--- src/hw/mst_pkg.sv ---
package mst_pkg;

  localparam int ADDR_W = 8;
  localparam int DATA_W = 32;
  localparam int HS_W   = 4;
  localparam int INT_W  = 2;

  // Register byte addresses, one aligned word each
  localparam logic [ADDR_W-1:0] OFS_STATUS   = 8'h00;
  localparam logic [ADDR_W-1:0] OFS_CONTROL  = 8'h04;
  localparam logic [ADDR_W-1:0] OFS_INT_STAT = 8'h08;
  localparam logic [ADDR_W-1:0] OFS_INT_MASK = 8'h0C;
  localparam logic [ADDR_W-1:0] OFS_LEVELS   = 8'h10;

  // Modem control register fields
  localparam int CTL_TERM_READY = 0;
  localparam int CTL_SEND_REQ   = 1;
  localparam int CTL_OUT_A      = 2;
  localparam int CTL_OUT_B      = 3;
  localparam int CTL_LOOP       = 4;
  localparam int CTL_AUTO_FLOW  = 5;
  localparam logic [7:0] CTL_WR_MASK = 8'h3F;
  localparam logic [7:0] CTL_RESET   = 8'h00;

  // Handshake bit positions, shared by flags and upper status bits
  localparam int HS_ACCEPT  = 0;
  localparam int HS_READY   = 1;
  localparam int HS_ALERT   = 2;
  localparam int HS_CARRIER = 3;
  localparam logic [HS_W-1:0] HS_IDLE_N  = 4'hF;
  localparam logic [HS_W-1:0] HS_ZERO    = 4'h0;

  // Interrupt status bits
  localparam int INT_MODEM = 0;
  localparam int INT_HALT  = 1;
  localparam logic [INT_W-1:0] INT_ZERO = 2'h0;

  // Levels register fields
  localparam int LVL_HALT = 4;
  localparam int LVL_BUSY = 5;

  typedef struct packed {
    logic carrier;
    logic alert;
    logic ready;
    logic accept;
  } mst_hs_t;

  typedef struct packed {
    mst_hs_t stage1;
    mst_hs_t stage2;
  } mst_sync_t;

  localparam mst_sync_t SYNC_RESET = '{stage1: HS_IDLE_N, stage2: HS_IDLE_N};

  typedef enum logic [1:0] {
    PH_FILL0 = 2'b00,
    PH_FILL1 = 2'b01,
    PH_FILL2 = 2'b11,
    PH_RUN   = 2'b10
  } mst_phase_t;

  typedef struct packed {
    logic [DATA_W-1:0] prdata;
    logic              pready;
    logic              pslverr;
    logic [7:0]        ctrl;
    logic [INT_W-1:0]  mask;
    logic [HS_W-1:0]   flags;
    logic [HS_W-1:0]   prev;
    logic [HS_W-1:0]   rd_flags;
    logic [INT_W-1:0]  int_stat;
    logic [INT_W-1:0]  rd_int;
    mst_phase_t        phase;
    logic              halt;
    logic              irq;
    logic              msi;
    logic              term_ready_n;
    logic              send_req_n;
    logic              out_a_n;
    logic              out_b_n;
  } mst_state_t;

  localparam mst_state_t ST_RESET = '{
    prdata: 32'h0000_0000, pready: 1'b0, pslverr: 1'b0,
    ctrl: CTL_RESET, mask: INT_ZERO, flags: HS_ZERO, prev: HS_ZERO,
    rd_flags: HS_ZERO, int_stat: INT_ZERO, rd_int: INT_ZERO,
    phase: PH_FILL0, halt: 1'b0, irq: 1'b0, msi: 1'b0,
    term_ready_n: 1'b1, send_req_n: 1'b1, out_a_n: 1'b1, out_b_n: 1'b1
  };

endpackage

--- src/hw/mst_top.sv ---
// Local design decisions: the placing of the registers and register access over APB.
`timescale 1ns/100ps
`default_nettype none

module mst_top (
  input  wire logic                        pclk,
  input  wire logic                        presetn,
  input  wire logic                        psel,
  input  wire logic                        penable,
  input  wire logic                        pwrite,
  input  wire logic [mst_pkg::ADDR_W-1:0]  paddr,
  input  wire logic [mst_pkg::DATA_W-1:0]  pwdata,
  input  wire logic [3:0]                  pstrb,
  output var  logic [mst_pkg::DATA_W-1:0]  prdata,
  output var  logic                        pready,
  output var  logic                        pslverr,
  input  wire mst_pkg::mst_hs_t            hs_n_in,
  input  wire logic                        tx_busy,
  input  wire logic                        tx_char_done,
  output var  logic                        tx_halt,
  output var  logic                        modem_irq,
  output var  logic                        irq,
  output var  logic                        terminal_ready_n_out,
  output var  logic                        send_request_n_out,
  output var  logic                        user_output_a_n_out,
  output var  logic                        user_output_b_n_out
);

  mst_pkg::mst_state_t st_r;
  mst_pkg::mst_state_t st_nxt;
  mst_pkg::mst_hs_t    pins_n;

  logic [mst_pkg::HS_W-1:0]  live;
  logic [mst_pkg::HS_W-1:0]  loop_lvl;
  logic [mst_pkg::HS_W-1:0]  chg;
  logic [mst_pkg::INT_W-1:0] int_ev;
  logic [mst_pkg::HS_W-1:0]  int_wide;
  logic                      setup_ph;
  logic                      done_ph;
  logic                      loop_on;
  logic                      halt_want;

  mst_sync u_sync (
    .pclk    (pclk),
    .presetn (presetn),
    .din     (hs_n_in),
    .dout    (pins_n)
  );

  // Either edge counts, except call alert: pin rising is status falling
  function automatic logic [mst_pkg::HS_W-1:0] edge_flags(
    input logic [mst_pkg::HS_W-1:0] cur,
    input logic [mst_pkg::HS_W-1:0] prev
  );
    logic [mst_pkg::HS_W-1:0] f;
    f = cur ^ prev;
    f[mst_pkg::HS_ALERT] = prev[mst_pkg::HS_ALERT] &
                           ~cur[mst_pkg::HS_ALERT];
    return f;
  endfunction

  // Sticky update where a new set beats a clear in the same cycle
  function automatic logic [mst_pkg::HS_W-1:0] sticky(
    input logic [mst_pkg::HS_W-1:0] old,
    input logic [mst_pkg::HS_W-1:0] set,
    input logic [mst_pkg::HS_W-1:0] clr
  );
    return (old & ~clr) | set;
  endfunction

  function automatic logic [mst_pkg::DATA_W-1:0] zext8(
    input logic [7:0] v
  );
    return {24'h00_0000, v};
  endfunction

  assign setup_ph = psel & ~penable;
  assign done_ph  = psel & penable & st_r.pready;
  assign loop_on  = st_r.ctrl[mst_pkg::CTL_LOOP];

  assign loop_lvl[mst_pkg::HS_CARRIER] = st_r.ctrl[mst_pkg::CTL_OUT_B];
  assign loop_lvl[mst_pkg::HS_ALERT]   = st_r.ctrl[mst_pkg::CTL_OUT_A];
  assign loop_lvl[mst_pkg::HS_READY]   =
    st_r.ctrl[mst_pkg::CTL_TERM_READY];
  assign loop_lvl[mst_pkg::HS_ACCEPT]  =
    st_r.ctrl[mst_pkg::CTL_SEND_REQ];

  // Pins are active low, so outside loopback the status bit is their complement
  assign live = loop_on ? loop_lvl : ~pins_n;

  // The pipeline is not trusted until both sync stages hold real pin
  // levels; until then the previous value just tracks without flagging
  assign chg = (st_r.phase == mst_pkg::PH_RUN) ?
               edge_flags(live, st_r.prev) : mst_pkg::HS_ZERO;

  // Halt only between characters so a frame is never cut short
  assign halt_want = st_r.ctrl[mst_pkg::CTL_AUTO_FLOW] &
                     ~live[mst_pkg::HS_ACCEPT];

  always_comb begin
    st_nxt = st_r;

    case (st_r.phase)
      mst_pkg::PH_FILL0: begin
        st_nxt.phase = mst_pkg::PH_FILL1;
      end
      mst_pkg::PH_FILL1: begin
        st_nxt.phase = mst_pkg::PH_FILL2;
      end
      // Stage two is real only now, so prev must take one more edge
      mst_pkg::PH_FILL2: begin
        st_nxt.phase = mst_pkg::PH_RUN;
      end
      mst_pkg::PH_RUN: begin
        st_nxt.phase = mst_pkg::PH_RUN;
      end
      default: begin
        st_nxt.phase = mst_pkg::PH_FILL0;
      end
    endcase

    st_nxt.prev = live;

    // Only flags shown by the read are cleared, later ones survive
    st_nxt.flags = sticky(st_r.flags, chg,
                          done_ph ? st_r.rd_flags
                                  : mst_pkg::HS_ZERO);

    if (!halt_want) begin
      st_nxt.halt = 1'b0;
    end else if (!tx_busy || tx_char_done) begin
      st_nxt.halt = 1'b1;
    end

    // Event bits are formed here, after halt, to keep st_nxt loop free
    int_ev[mst_pkg::INT_MODEM] = |chg;
    int_ev[mst_pkg::INT_HALT]  = st_nxt.halt & ~st_r.halt;
    int_wide = sticky({mst_pkg::INT_ZERO, st_r.int_stat},
                      {mst_pkg::INT_ZERO, int_ev},
                      {mst_pkg::INT_ZERO,
                       done_ph ? st_r.rd_int : mst_pkg::INT_ZERO});
    st_nxt.int_stat = int_wide[mst_pkg::INT_W-1:0];

    // Setup cycle: decode, capture read data and the read snapshot
    if (setup_ph) begin
      st_nxt.pready   = 1'b1;
      st_nxt.pslverr  = 1'b0;
      st_nxt.prdata   = '0;
      st_nxt.rd_flags = mst_pkg::HS_ZERO;
      st_nxt.rd_int   = mst_pkg::INT_ZERO;
      if (paddr == mst_pkg::OFS_STATUS) begin
        if (!pwrite) begin
          st_nxt.prdata   = zext8({live, st_r.flags});
          st_nxt.rd_flags = st_r.flags;
        end
      end else if (paddr == mst_pkg::OFS_CONTROL) begin
        if (!pwrite) begin
          st_nxt.prdata = zext8(st_r.ctrl);
        end
      end else if (paddr == mst_pkg::OFS_INT_STAT) begin
        if (!pwrite) begin
          st_nxt.prdata = zext8({6'h00, st_r.int_stat});
          st_nxt.rd_int = st_r.int_stat;
        end
      end else if (paddr == mst_pkg::OFS_INT_MASK) begin
        if (!pwrite) begin
          st_nxt.prdata = zext8({6'h00, st_r.mask});
        end
      end else if (paddr == mst_pkg::OFS_LEVELS) begin
        if (!pwrite) begin
          st_nxt.prdata = zext8({2'h0, tx_busy, st_r.halt, ~pins_n});
        end
      end else begin
        st_nxt.pslverr = 1'b1;
      end
    end

    // Access cycle end: writes land here and the answer is withdrawn
    if (done_ph) begin
      st_nxt.pready   = 1'b0;
      st_nxt.pslverr  = 1'b0;
      st_nxt.rd_flags = mst_pkg::HS_ZERO;
      st_nxt.rd_int   = mst_pkg::INT_ZERO;
      if (pwrite && pstrb[0] && !st_r.pslverr) begin
        if (paddr == mst_pkg::OFS_CONTROL) begin
          st_nxt.ctrl = pwdata[7:0] & mst_pkg::CTL_WR_MASK;
        end else if (paddr == mst_pkg::OFS_INT_MASK) begin
          st_nxt.mask = pwdata[mst_pkg::INT_W-1:0];
        end
      end
    end

    st_nxt.msi = |st_nxt.flags;
    st_nxt.irq = |(st_nxt.int_stat & st_nxt.mask);

    // Loopback parks the output pins at their inactive level
    if (st_nxt.ctrl[mst_pkg::CTL_LOOP]) begin
      st_nxt.term_ready_n = 1'b1;
      st_nxt.send_req_n   = 1'b1;
      st_nxt.out_a_n      = 1'b1;
      st_nxt.out_b_n      = 1'b1;
    end else begin
      st_nxt.term_ready_n = ~st_nxt.ctrl[mst_pkg::CTL_TERM_READY];
      st_nxt.send_req_n   = ~st_nxt.ctrl[mst_pkg::CTL_SEND_REQ];
      st_nxt.out_a_n      = ~st_nxt.ctrl[mst_pkg::CTL_OUT_A];
      st_nxt.out_b_n      = ~st_nxt.ctrl[mst_pkg::CTL_OUT_B];
    end
  end

  always_ff @(posedge pclk or negedge presetn) begin
    if (!presetn) begin
      st_r <= mst_pkg::ST_RESET;
    end else begin
      st_r <= st_nxt;
    end
  end

  assign prdata               = st_r.prdata;
  assign pready               = st_r.pready;
  assign pslverr              = st_r.pslverr;
  assign tx_halt              = st_r.halt;
  assign modem_irq            = st_r.msi;
  assign irq                  = st_r.irq;
  assign terminal_ready_n_out = st_r.term_ready_n;
  assign send_request_n_out   = st_r.send_req_n;
  assign user_output_a_n_out  = st_r.out_a_n;
  assign user_output_b_n_out  = st_r.out_b_n;

endmodule

`default_nettype wire

--- src/hw/mst_sync.sv ---
`timescale 1ns/100ps
`default_nettype none

module mst_sync (
  input  wire logic             pclk,
  input  wire logic             presetn,
  input  wire mst_pkg::mst_hs_t din,
  output var  mst_pkg::mst_hs_t dout
);

  mst_pkg::mst_sync_t st_r;
  mst_pkg::mst_sync_t st_nxt;

  // Stage one feeds only stage two; nothing else may look at it
  always_comb begin
    st_nxt        = st_r;
    st_nxt.stage1 = din;
    st_nxt.stage2 = st_r.stage1;
  end

  // Reset to the idle pin level so no false edge follows reset
  always_ff @(posedge pclk or negedge presetn) begin
    if (!presetn) begin
      st_r <= mst_pkg::SYNC_RESET;
    end else begin
      st_r <= st_nxt;
    end
  end

  assign dout = st_r.stage2;

endmodule

`default_nettype wire

--- config.mk ---
export PLATFORM = sky130hd
export DESIGN_NAME = mst_top
export DESIGN_NICKNAME = d
export VERILOG_FILES = /design/src/hw/mst_pkg.sv /design/src/hw/mst_top.sv /design/src/hw/mst_sync.sv
export SDC_FILE = /design/constraint.sdc
export NUM_CORES = 1
export LEC_CHECK = 0
export BUFFER_PORTS_ARGS = -buffer_cell sky130_fd_sc_hd__buf_2
export CAP_MARGIN = 20
export CORE_ASPECT_RATIO = 1.5
export CORE_MARGIN = 3
export CORE_UTILIZATION = 43
export DETAILED_ROUTE_END_ITERATION = 16
export GPL_ROUTABILITY_DRIVEN = 0
export PLACE_DENSITY_LB_ADDON = 0.2
export SYNTH_ARGS = -nofsm -noshare
export SYNTH_HDL_FRONTEND = slang
export SYNTH_HIERARCHICAL = 1
export SYNTH_SLANG_ARGS = --single-unit
export TNS_END_PERCENT = 1
--- constraint.sdc ---
create_clock -name pclk -period 2.2 [get_ports pclk]
set_clock_uncertainty 0.2 [all_clocks]
set_input_delay 0.44 -clock pclk [delete_from_list [all_inputs] [get_ports pclk]]
set_output_delay 0.44 -clock pclk [all_outputs]
set_load 0.1 [all_outputs]
== Yosys cells after proc, flatten, opt, wreduce, memory -nomap -nowiden ==
Cells that the tools add are included.
Cells by class
  eq/ne operators: 7
  bitwise logic cells: 23
  reductions and logical operators: 13
  muxes and demuxes: 39
Operators by type and width (number)
  two-way mux 32 bit: 4
  two-way mux 4 bit: 8
  two-way mux 2 bit: 12
  two-way mux 6 bit: 4
  == test 8 x 4 -> 1 bit (second input constant): 2
  two-way mux 8 bit: 2
  two-way mux 12 bit: 1
  == test 8 x 3 -> 1 bit (second input constant): 1
  == test 8 x 5 -> 1 bit (second input constant): 1
  logical NOT 8 bit: 1
  inverter 1 bit: 8
  inverter 4 bit: 2
  OR reduction 4 bit: 2
  two-way mux 1 bit: 7
  AND 1 bit: 6
  one-hot mux 2 bit (3 select lines): 1
  AND 2 bit: 2
  AND 4 bit: 1
  == test 2 bit (second input constant): 2
  bitwise OR 4 bit: 1
  OR reduction 2 bit: 2
  XOR 4 bit: 1
  AND reduction 3 bit: 1
  == test 2 x 1 -> 1 bit (second input constant): 1
  other kinds (7): 9
Word-level totals
  bits in registers: 75
  output and inout bits: 41
  word-level logic and storage cells: 109
  input bits: 55

== Depth between registers and ports, before layout ==
Gate-level depths: netlist of the first run.
  word-level depth: 10
  gate-level depth with buffers: 8
  depth with buffers taken out: 5

== Hierarchy ==
The synthesis of the first run kept the hierarchy.
By module, submodules not included
  mst_top: times used 1, cells an instance 210, sequential area each 1081.0 um^2, area an instance 2173.3 um^2
  mst_sync: times used 1, cells an instance 8, sequential area each 210.2 um^2, area an instance 210.2 um^2

== Least setup slack after synthesis of the first run ==
No wires, ideal clock.
  path type: reg2reg
  from: register st_r (netlist bit pready)
  to: register st_r (netlist bit loop_lvl[1])
  data arrival time: 2.474 ns
  path buffers: 3
  cell stages (with the launch flop): 8
  slack: -0.599 ns
  period minus slack after synthesis: 2.799 ns
  setup time: 0.125 ns
  data required time: 1.875 ns
  cells stage by stage: dfrtp_1 and3_1 buf_4 and4_1 or4b_1 buf_2 buf_6 mux2_4
RTL lines
  from (decl): line mst_top.sv:29  | mst_pkg::mst_state_t st_r;
  from (signal assigned): line mst_top.sv:212  | st_r <= mst_pkg::ST_RESET;
  from (signal assigned): line mst_top.sv:214  | st_r <= st_nxt;

==> flow_summary.yaml, run 1 <==
synth:
  synth-main-ff-cell: "dfrtp_1"
  yosysMostFrequentCell: "dfrtp_1"
  ys_top_cells_by_count: "dfrtp_1 (39), buf_4 (33), nand2_1 (29)"
  async_flop_share_pct: 100
  ys_types: 41
  synth_top_area_share_pct: 40.9
  ys_seq_area_share_pct: 54.2
  synth-edff-count: 0
  synth_simple_gate_area_share_pct: 14.5
  synth_compound_area_share_pct: 12.0
  muxShareOfSynthArea_pct: 6.19
  synth_xor_xnor_area_share_pct: 0
  yosysTopAreaCell: "dfrtp_1"
  synth_top_family_by_area: "simple AND/OR/NAND/NOR gates"
  synthTopCellsByArea: "dfrtp_1 (41%), dfstp_2 (13%), buf_4 (10%), nand2_1 (4.6%), mux2_2 (2.8%)"
  syn-instance-count: 218
  synth_area_mm2: 0.00238
  yosys_warnings: 6
  synth_area_per_cell_um2: 10.9
  synth_fa_ha_area_share_pct: 0
  ys_ff_latch: 51
critical_path:
  ff2ff_path_depth: 5
  cp-end-kind: "register"
  timing.rr.end: "loop_lvl[1]"
  critPathRequiredTime_ns: 2.19
  cp.arrival_ns: 2.11
  r2r_setup_slack_ns: 0.08
  crit_start: "pready"
  regToRegStartpoint: "pready"
  path_max_fanout: 14
  endpoint: "loop_lvl[1]"
  startpoint_type: "register"
  worst-setup-path-type: "reg -> reg"
timing:
  max_freq_ghz: 0.472
  tightest_slew_ns: 0.564
  rsz0062_at_grt: "false"
  timing.final.crit_share_pct: 96.2
  hold_viol_final: 0
  final.min_clock_period_ns: 2.12
  finalMaxSlewViolations: 0
  setup_violations: 0
  finalSetupTns_ns: 0
  relSlewSlack_pct: 62.2
routing:
  drtAntennaViolNets: 0
  vias: 1673
  drt-pass1-iter-count: 4
  via_per_inst: 4.88
  wl_mm: 4.75
  wl_per_cell_um: 13.8
  drc: 0
  first_iter_violations: 89
power_and_ir_drop:
  finalPower_mw: 1.84
  p_seq_share_pct: 52.8
  vdd_drop_max_v: 0.000311
  p_int_mw: 1.25
  pwr-share-clk_pct: 28.4
  p_leak_nw: 1.37
  swShare_pct: 32.2
  power.density_mw_per_mm2: 662
  power_switching_uw: 593
  pwr-share-comb_pct: 18.7
cts:
  cts_setup_buffers: 0
  cts.sinks: 51
  clk_latency_ns: 0.30
  max-clock-path-buffers: 2
  path_clk_slew_ns: 0.09
  h-tree-depth: 2
  root_buffer: "clkbuf_8"
  cts_buffers: 5
  cts_tree: "yes"
finish:
  n_fill_cell: 514
  n_antenna_cell: 0
  final_nets: 329
  fin_cells: 343
  layout-drive-gt1-share_pct: 36.0
  final_area_mm2: 0.00278
  synthToLayoutAreaGrowth_pct: 16.5
  final_util_pct: 52.9
flow_run:
  cap_violations: 0
floorplan:
  rows: 32
  floorplan.initialDensity_pct: 45.4
  die_height_um: 97.2
  coreArea_mm2: 0.00525
  dieArea_mm2: 0.00649
  io_pins: 96
  fp.dieW_um: 66.8
global_routing:
  grt_pass1_vias: 1673
  grt_util_all_layers_pct: 16.1
  grt.overflow.total: 0
  grt_max_degree: 52
  antenna_found_initial: 0
  grt_pass1_wl_mm: 7.96
placement:
  dp.final_hpwl_mm: 3.72
  dpl-instance-area_mm2: 0.00267
  dp_cells: 334
  io_buffers: 42
outcome:
  outcome: "complete, no violations"
min_path:
  holdCritPathClass: "in -> reg"
==> how the worst min path moves through the flow <==
stage	endpoint	start	slack, ns	cells after the start
after floorplan	irq	presetn	-0.06	0
after global placement	u_sync/dout[0]	u_sync/st_nxt[0]	0.15	0
after detailed placement	u_sync/dout[0]	u_sync/st_nxt[0]	0.15	0
after CTS	u_sync/st_nxt[1]	hs_n_in[1]	0.01	1
after global routing	u_sync/st_nxt[1]	hs_n_in[1]	0.004	1
final	u_sync/st_nxt[0]	hs_n_in[0]	0.03	1
==> through the flow <==
stage | hold slack (ns) | worst slack, ns
after floorplan | -0.0556 | -0.214
after global placement | 0.146 | -0.0270
after detailed placement | 0.147 | -0.0479
after CTS | 0.0130 | 0.0459
after global routing | 0.00397 | 0.0162
final | 0.0256 | 0.0835
==> repair_timing <==
item,4_1_cts,5_1_grt
endpoints found under the hold margin,39,0
resized for setup,0,5
hold buffers,1,0
endpoints found under the setup margin,0,11
==> worst max-delay path, cell delays in order (launching register included) <==
cell     delay (ns)
dfrtp_4        0.43
and3_4         0.21
and4_4         0.23
or4b_1         0.43
buf_4          0.21
mux2_4         0.31
==> routing by layer <==
layer	routed length, um	share of wire, %	GRT usage, %
met1	1800	38	19.0
met5	0	0	0
met2	2620	55	27.8
met3	252	5.3	3.94
met4	84	1.8	5.63
==> registers in the layout, summed over array words and instances (netlist names), 4 cells and up <==
name and count:
loop_lvl 4, prdata 8, st_r 21, u_sync/dout 4, u_sync/st_nxt 4
==> cell families after synthesis <==
kind of cell / count (synthesis)
AO/OA/AOI/OAI: 40
buffers and inverters: 47
flip-flops: 51
multiplexers: 13
other: 1
AND/OR/NAND/NOR: 66
==> layout by cell type (no fill, tap or decap), types with 2 or more instances in the layout <==
cell type / instances
a21o_1: 4
a21oi_1: 2
a22o_1: 6
a31oi_1: 5
a32o_1: 4
buf_2: 42
buf_4: 20
clkbuf_8: 5
conb_1: 24
dfrtp_1: 37
dfstp_2: 12
inv_1: 9
mux2_2: 6
mux2_4: 2
mux2i_1: 5
nand2_1: 29
nand2b_1: 9
nand3_1: 2
nor2_1: 3
nor2b_1: 6
nor3_1: 3
nor3b_1: 3
nor4_1: 2
o21ai_0: 8
o21ai_1: 2
or4_1: 2
==> final cells by class <==
class	count	area, um2	share of cell area, %
Inverter	9	33.8	1.22
Clock buffer	6	72.6	2.61
Timing Repair Buffer	64	390	14.1
Clock inverter	2	12.5	0.451
Multi-Input combinational cell	143	886	31.9
Sequential cell	51	1300	46.7
Tap cell	68	85.1	3.06
==> power by group through the flow <==
stage	registers, mW	clock network (mW)	logic [mW]
after floorplan	1.02	0	0.262
after global placement	0.988	0	0.342
after detailed placement	0.989	0	0.343
after CTS	0.971	0.545	0.345
after global routing	0.974	0.587	0.364
final	0.971	0.523	0.344
Note: power is estimated with default switching activity, not from simulation.
==> inputs of run 2 (changes only) <==
- CTS_BUF_LIST: unset -> sky130_fd_sc_hd__clkbuf_4 sky130_fd_sc_hd__clkbuf_8 sky130_fd_sc_hd__clkbuf_16
==> run 2 against run 1 <==
Final cell count unchanged. Utilization increased by 0.072 points. Maximum frequency about the same. Combinational power barely moved. Highest routed layer unchanged.
==> flow_summary.yaml, run 2 (synthesized netlist as in run 1, its figures left out) <==
outcome:
  outcome: "complete, no violations"
power_and_ir_drop:
  p_seq_share_pct: 52.5
  swShare_pct: 32.0
  finalPower_mw: 1.85
  p_leak_nw: 1.37
  pwr-share-clk_pct: 28.9
  power_switching_uw: 591
  p_int_mw: 1.26
  pwr-share-comb_pct: 18.6
  vdd_drop_max_v: 0.000371
  power.density_mw_per_mm2: 665
critical_path:
  path_max_fanout: 14
  worst-setup-path-type: "reg -> reg"
  cp-end-kind: "register"
  regToRegStartpoint: "pready"
  crit_start: "pready"
  r2r_setup_slack_ns: 0.08
  ff2ff_path_depth: 5
  cp.arrival_ns: 2.10
  timing.rr.end: "loop_lvl[1]"
  critPathRequiredTime_ns: 2.19
  startpoint_type: "register"
  endpoint: "loop_lvl[1]"
finish:
  n_antenna_cell: 0
  layout-drive-gt1-share_pct: 36.4
  final_nets: 329
  largest_reg_flops: 21
  final_area_mm2: 0.00278
  synthToLayoutAreaGrowth_pct: 16.6
  final_util_pct: 53.0
  final_common_cell: "buf_2"
  top_register: "st_r"
  n_fill_cell: 511
  final_cell_mix: "buf_2 (42), dfrtp_1 (37), nand2_1 (29), conb_1 (24), buf_4 (20)"
  fin_cells: 343
cts:
  root_buffer: "clkbuf_8"
  max-clock-path-buffers: 2
  cts_tree: "yes"
  h-tree-depth: 2
  path_clk_slew_ns: 0.09
  cts.sinks: 51
  clk_latency_ns: 0.30
  cts_buffers: 5
  cts_setup_buffers: 0
placement:
  dp_cells: 334
  io_buffers: 42
  dp.final_hpwl_mm: 3.72
  dp_slack_ns: -0.0479
  dpl-instance-area_mm2: 0.00267
routing:
  first_iter_violations: 82
  drt-pass1-iter-count: 4
  wl_mm: 4.73
  wl_per_cell_um: 13.8
  via_per_inst: 4.87
  drc: 0
  vias: 1670
  drtAntennaViolNets: 0
timing:
  final.min_clock_period_ns: 2.12
  hold_ws_ns: 0.0265
  relSlewSlack_pct: 62.3
  setup_ws_ns: 0.0849
  finalMaxSlewViolations: 0
  max_freq_ghz: 0.473
  tightest_slew_ns: 0.562
  setup_violations: 0
  finalSetupTns_ns: 0
  hold_viol_final: 0
  timing.final.crit_share_pct: 96.1
  rsz0062_at_grt: "false"
floorplan:
  dieArea_mm2: 0.00649
  die_height_um: 97.2
  io_pins: 96
  coreArea_mm2: 0.00525
  rows: 32
  floorplan.initialDensity_pct: 45.4
  fp.dieW_um: 66.8
global_routing:
  grt.overflow.total: 0
  grt_pass1_vias: 1675
  grt_pass1_wl_mm: 7.98
  grt_util_all_layers_pct: 16.1
  grt_max_degree: 52
  antenna_found_initial: 0
min_path:
  holdCritPathClass: "in -> reg"
flow_run:
  cap_violations: 0
run 2: metal layers:
metal  global-route usage [%]  vias up  part of all wire (%)
li1                         -      807                     -
met2                     27.9       43                    55
met1                     19.0      814                    38
met5                        0        -                     0
met3                     3.94        6                   5.3
met4                     5.16        0                   1.5
run 2: worst min path at each step:
stage                                start               end  slack (ns)  cells after the start
after global placement    u_sync/st_nxt[0]    u_sync/dout[0]        0.15                      0
final                           hs_n_in[0]  u_sync/st_nxt[0]        0.03                      1
after CTS                       hs_n_in[1]  u_sync/st_nxt[1]        0.02                      1
after global routing            hs_n_in[1]  u_sync/st_nxt[1]       0.005                      1
after floorplan                    presetn               irq       -0.06                      0
after detailed placement  u_sync/st_nxt[0]    u_sync/dout[0]        0.15                      0
run 2: timing repair:
action                     4_1_cts  5_1_grt
setup endpoints to repair        0       11
hold endpoints to repair        39        0
hold buffers                     1        0
gates resized for setup          0        5
run 2: power groups by stage:
stage | Sequential [mW] | Clock, mW | Combinational, mW
CTS | 0.971 | 0.557 | 0.345
detailed placement | 0.989 | 0 | 0.343
finish | 0.971 | 0.534 | 0.344
global placement | 0.988 | 0 | 0.342
floorplan | 1.02 | 0 | 0.262
global route | 0.974 | 0.601 | 0.364
run 2: worst max-delay path, cell delays in order, from the launching register on:
cell	delay (ns)
dfrtp_4	0.43
and3_4	0.21
and4_4	0.23
or4b_1	0.43
buf_4	0.21
mux2_4	0.31
run 2: area by class of cell:
cell class                 count  area, um2  area share, %
clock inverter                 2       12.5          0.450
sequential                    51       1300           46.6
tap                           68       85.1           3.06
multi-input combinational    143        886           31.9
inverter                       9       33.8           1.22
clock buffer                   6       76.3           2.75
timing repair buffer          64        390           14.0
==> inputs of run 3 (changes only) <==
- BUFFER_PORTS_ARGS: -buffer_cell sky130_fd_sc_hd__buf_2 -> unset
- CORE_UTILIZATION: 43 -> 50
- DONT_BUFFER_PORTS: unset -> 1
- SKIP_LAST_GASP: unset -> 1
- clock period: 2.2 -> 2.6 ns (I/O delays scaled with it)
==> run 3 against run 2 <==
Register-to-register slack better by 0.16 ns. Worst hold slack gained 0.091 ns. Combinational power decreased by 25%. Count of clock-buffer cells in the layout down 1. Via count shrank 7.8%. First-iteration DRC count decreased by 37%.
==> flow_summary.yaml, run 3 (synthesized netlist as in run 1, its figures left out) <==
routing:
  drtAntennaViolNets: 0
  drt-pass1-iter-count: 4
  vias: 1540
  via_per_inst: 5.15
  drc: 0
  wl_mm: 4.62
  first_iter_violations: 52
  wl_per_cell_um: 15.4
power_and_ir_drop:
  vdd_drop_max_v: 0.000444
  p_leak_nw: 1.22
  pwr-share-clk_pct: 34.2
  swShare_pct: 30.7
  p_seq_share_pct: 50.0
  power.density_mw_per_mm2: 630
  p_int_mw: 1.14
  pwr-share-comb_pct: 15.8
  power_switching_uw: 503
critical_path:
  worst-setup-path-type: "reg -> reg"
  critPathRequiredTime_ns: 2.60
  cp.arrival_ns: 2.36
  cpLargestDelayFamily: "compound AO/OA/AOI/OAI gates"
  slowest_stage: "or4_1"
  startpoint_type: "register"
  cp_num_buf_inv: 1
  crit_path_cell_trace: "inv_1 > o21ai_0 > a32o_1 > or4_1 > a22o_1"
  path_max_fanout: 8
  cp-end-kind: "register"
  cpPeakStageDelay_ns: 0.58
flow_run:
  cap_violations: 0
floorplan:
  die_height_um: 90.6
  floorplan.initialDensity_pct: 52.0
  coreArea_mm2: 0.00458
  rows: 30
  fp.dieW_um: 62.4
  dieArea_mm2: 0.00565
  io_pins: 96
global_routing:
  grt_pass1_wl_mm: 7.67
  grt_pass1_vias: 1624
  antenna_found_initial: 0
  grt_max_degree: 52
  grt_util_all_layers_pct: 17.4
  grt.overflow.total: 0
finish:
  synthToLayoutAreaGrowth_pct: 9.24
  final_cell_mix: "dfrtp_1 (38), nand2_1 (29), conb_1 (24), buf_4 (18), dfstp_2 (12)"
  top_register: "st_r"
  n_fill_cell: 417
  layout-drive-gt1-share_pct: 21.7
  final_nets: 289
  largest_reg_flops: 21
  final_common_cell: "dfrtp_1"
  n_antenna_cell: 0
  fin_cells: 299
  multiInputGateArea_um2: 870
  regArea_mm2: 0.00129
placement:
  io_buffers: 0
  dp_cells: 285
  dp.final_hpwl_mm: 3.39
cts:
  clk_latency_ns: 0.31
  max-clock-path-buffers: 2
  cts_setup_buffers: 0
  ctsResizeCount: 0
  hold_buffers: 6
  cts.sinks: 51
  path_clk_slew_ns: 0.10
  cts_buffers: 5
  cts_tree: "yes"
  root_buffer: "clkbuf_8"
  h-tree-depth: 2
outcome:
  outcome: "complete, no violations"
timing:
  hold_viol_final: 0
  relSlewSlack_pct: 59.8
  tightest_slew_ns: 0.600
  finalMaxSlewViolations: 0
  max_freq_ghz: 0.424
  final.min_clock_period_ns: 2.36
  rsz0062_at_grt: "false"
  timing.final.crit_share_pct: 90.6
  finalSetupTns_ns: 0
  setup_violations: 0
min_path:
  holdCritPathClass: "in -> reg"
## run 3: routing by layer
metal | GRT usage (%) | vias up | share of wire [%]
met5 | 0 | - | 0
met4 | 7.73 | 0 | 2.0
met3 | 4.36 | 7 | 5.9
met2 | 31.7 | 54 | 54
met1 | 18.9 | 749 | 38
li1 | - | 730 | -
## run 3: per-stage QoR
step	area [um2]	util (%)	hold slack, ns	worst slack (ns)	power, mW
after floorplan	2470	-	0.0244	0.0903	1.08
after global placement	2410	52.7	0.0259	0.243	1.07
after detailed placement	2410	52.7	0.0256	0.256	1.07
after CTS	2600	56.9	0.111	0.233	1.66
after global routing	2600	56.9	0.126	0.0932	1.70
final	2600	56.9	0.117	0.244	1.64
## run 3: final timing paths
| path | from | slack, ns | to | cells after the start |
|---|---|---|---|---|
| worst max-delay path | loop_on | 0.24 | irq | 5 |
| worst min-delay path | psel | 0.12 | pready | 1 |
| worst max register to register | loop_on | 0.24 | irq | 5 |
| worst min register to register | u_sync/st_nxt[1] | 0.16 | u_sync/dout[1] | 0 |
| max in group asynchronous | presetn | 1.40 | u_sync/st_nxt[1] | 2 |
| min in group asynchronous | presetn | 0.51 | prdata[7] | 2 |
## run 3: area by class of cell
cell class              instances  share of cell area, %
repair buffers                 24                   8.17
clock buffers                   5                   2.64
clock inverters                 3                   1.78
inverters                       9                   1.30
flip-flops and latches         51                   49.6
well taps                      64                   3.08
multi-input cells             143                   33.4
## run 3: power by group through the flow
stage | Clock (mW) | Combinational [mW] | Sequential (mW)
6_report | 0.561 | 0.259 | 0.821
5_1_grt | 0.609 | 0.271 | 0.823
4_1_cts | 0.574 | 0.260 | 0.821
3_5_place_dp | 0 | 0.233 | 0.836
3_3_place_gp | 0 | 0.231 | 0.835
2_1_floorplan | 0 | 0.222 | 0.859
## run 3: worst register-to-register path, cell delays in order, from the launching register on
cell,delay (ns)
dfrtp_1,0.46
inv_1,0.25
o21ai_0,0.21
a32o_1,0.28
or4_1,0.58
a22o_1,0.26
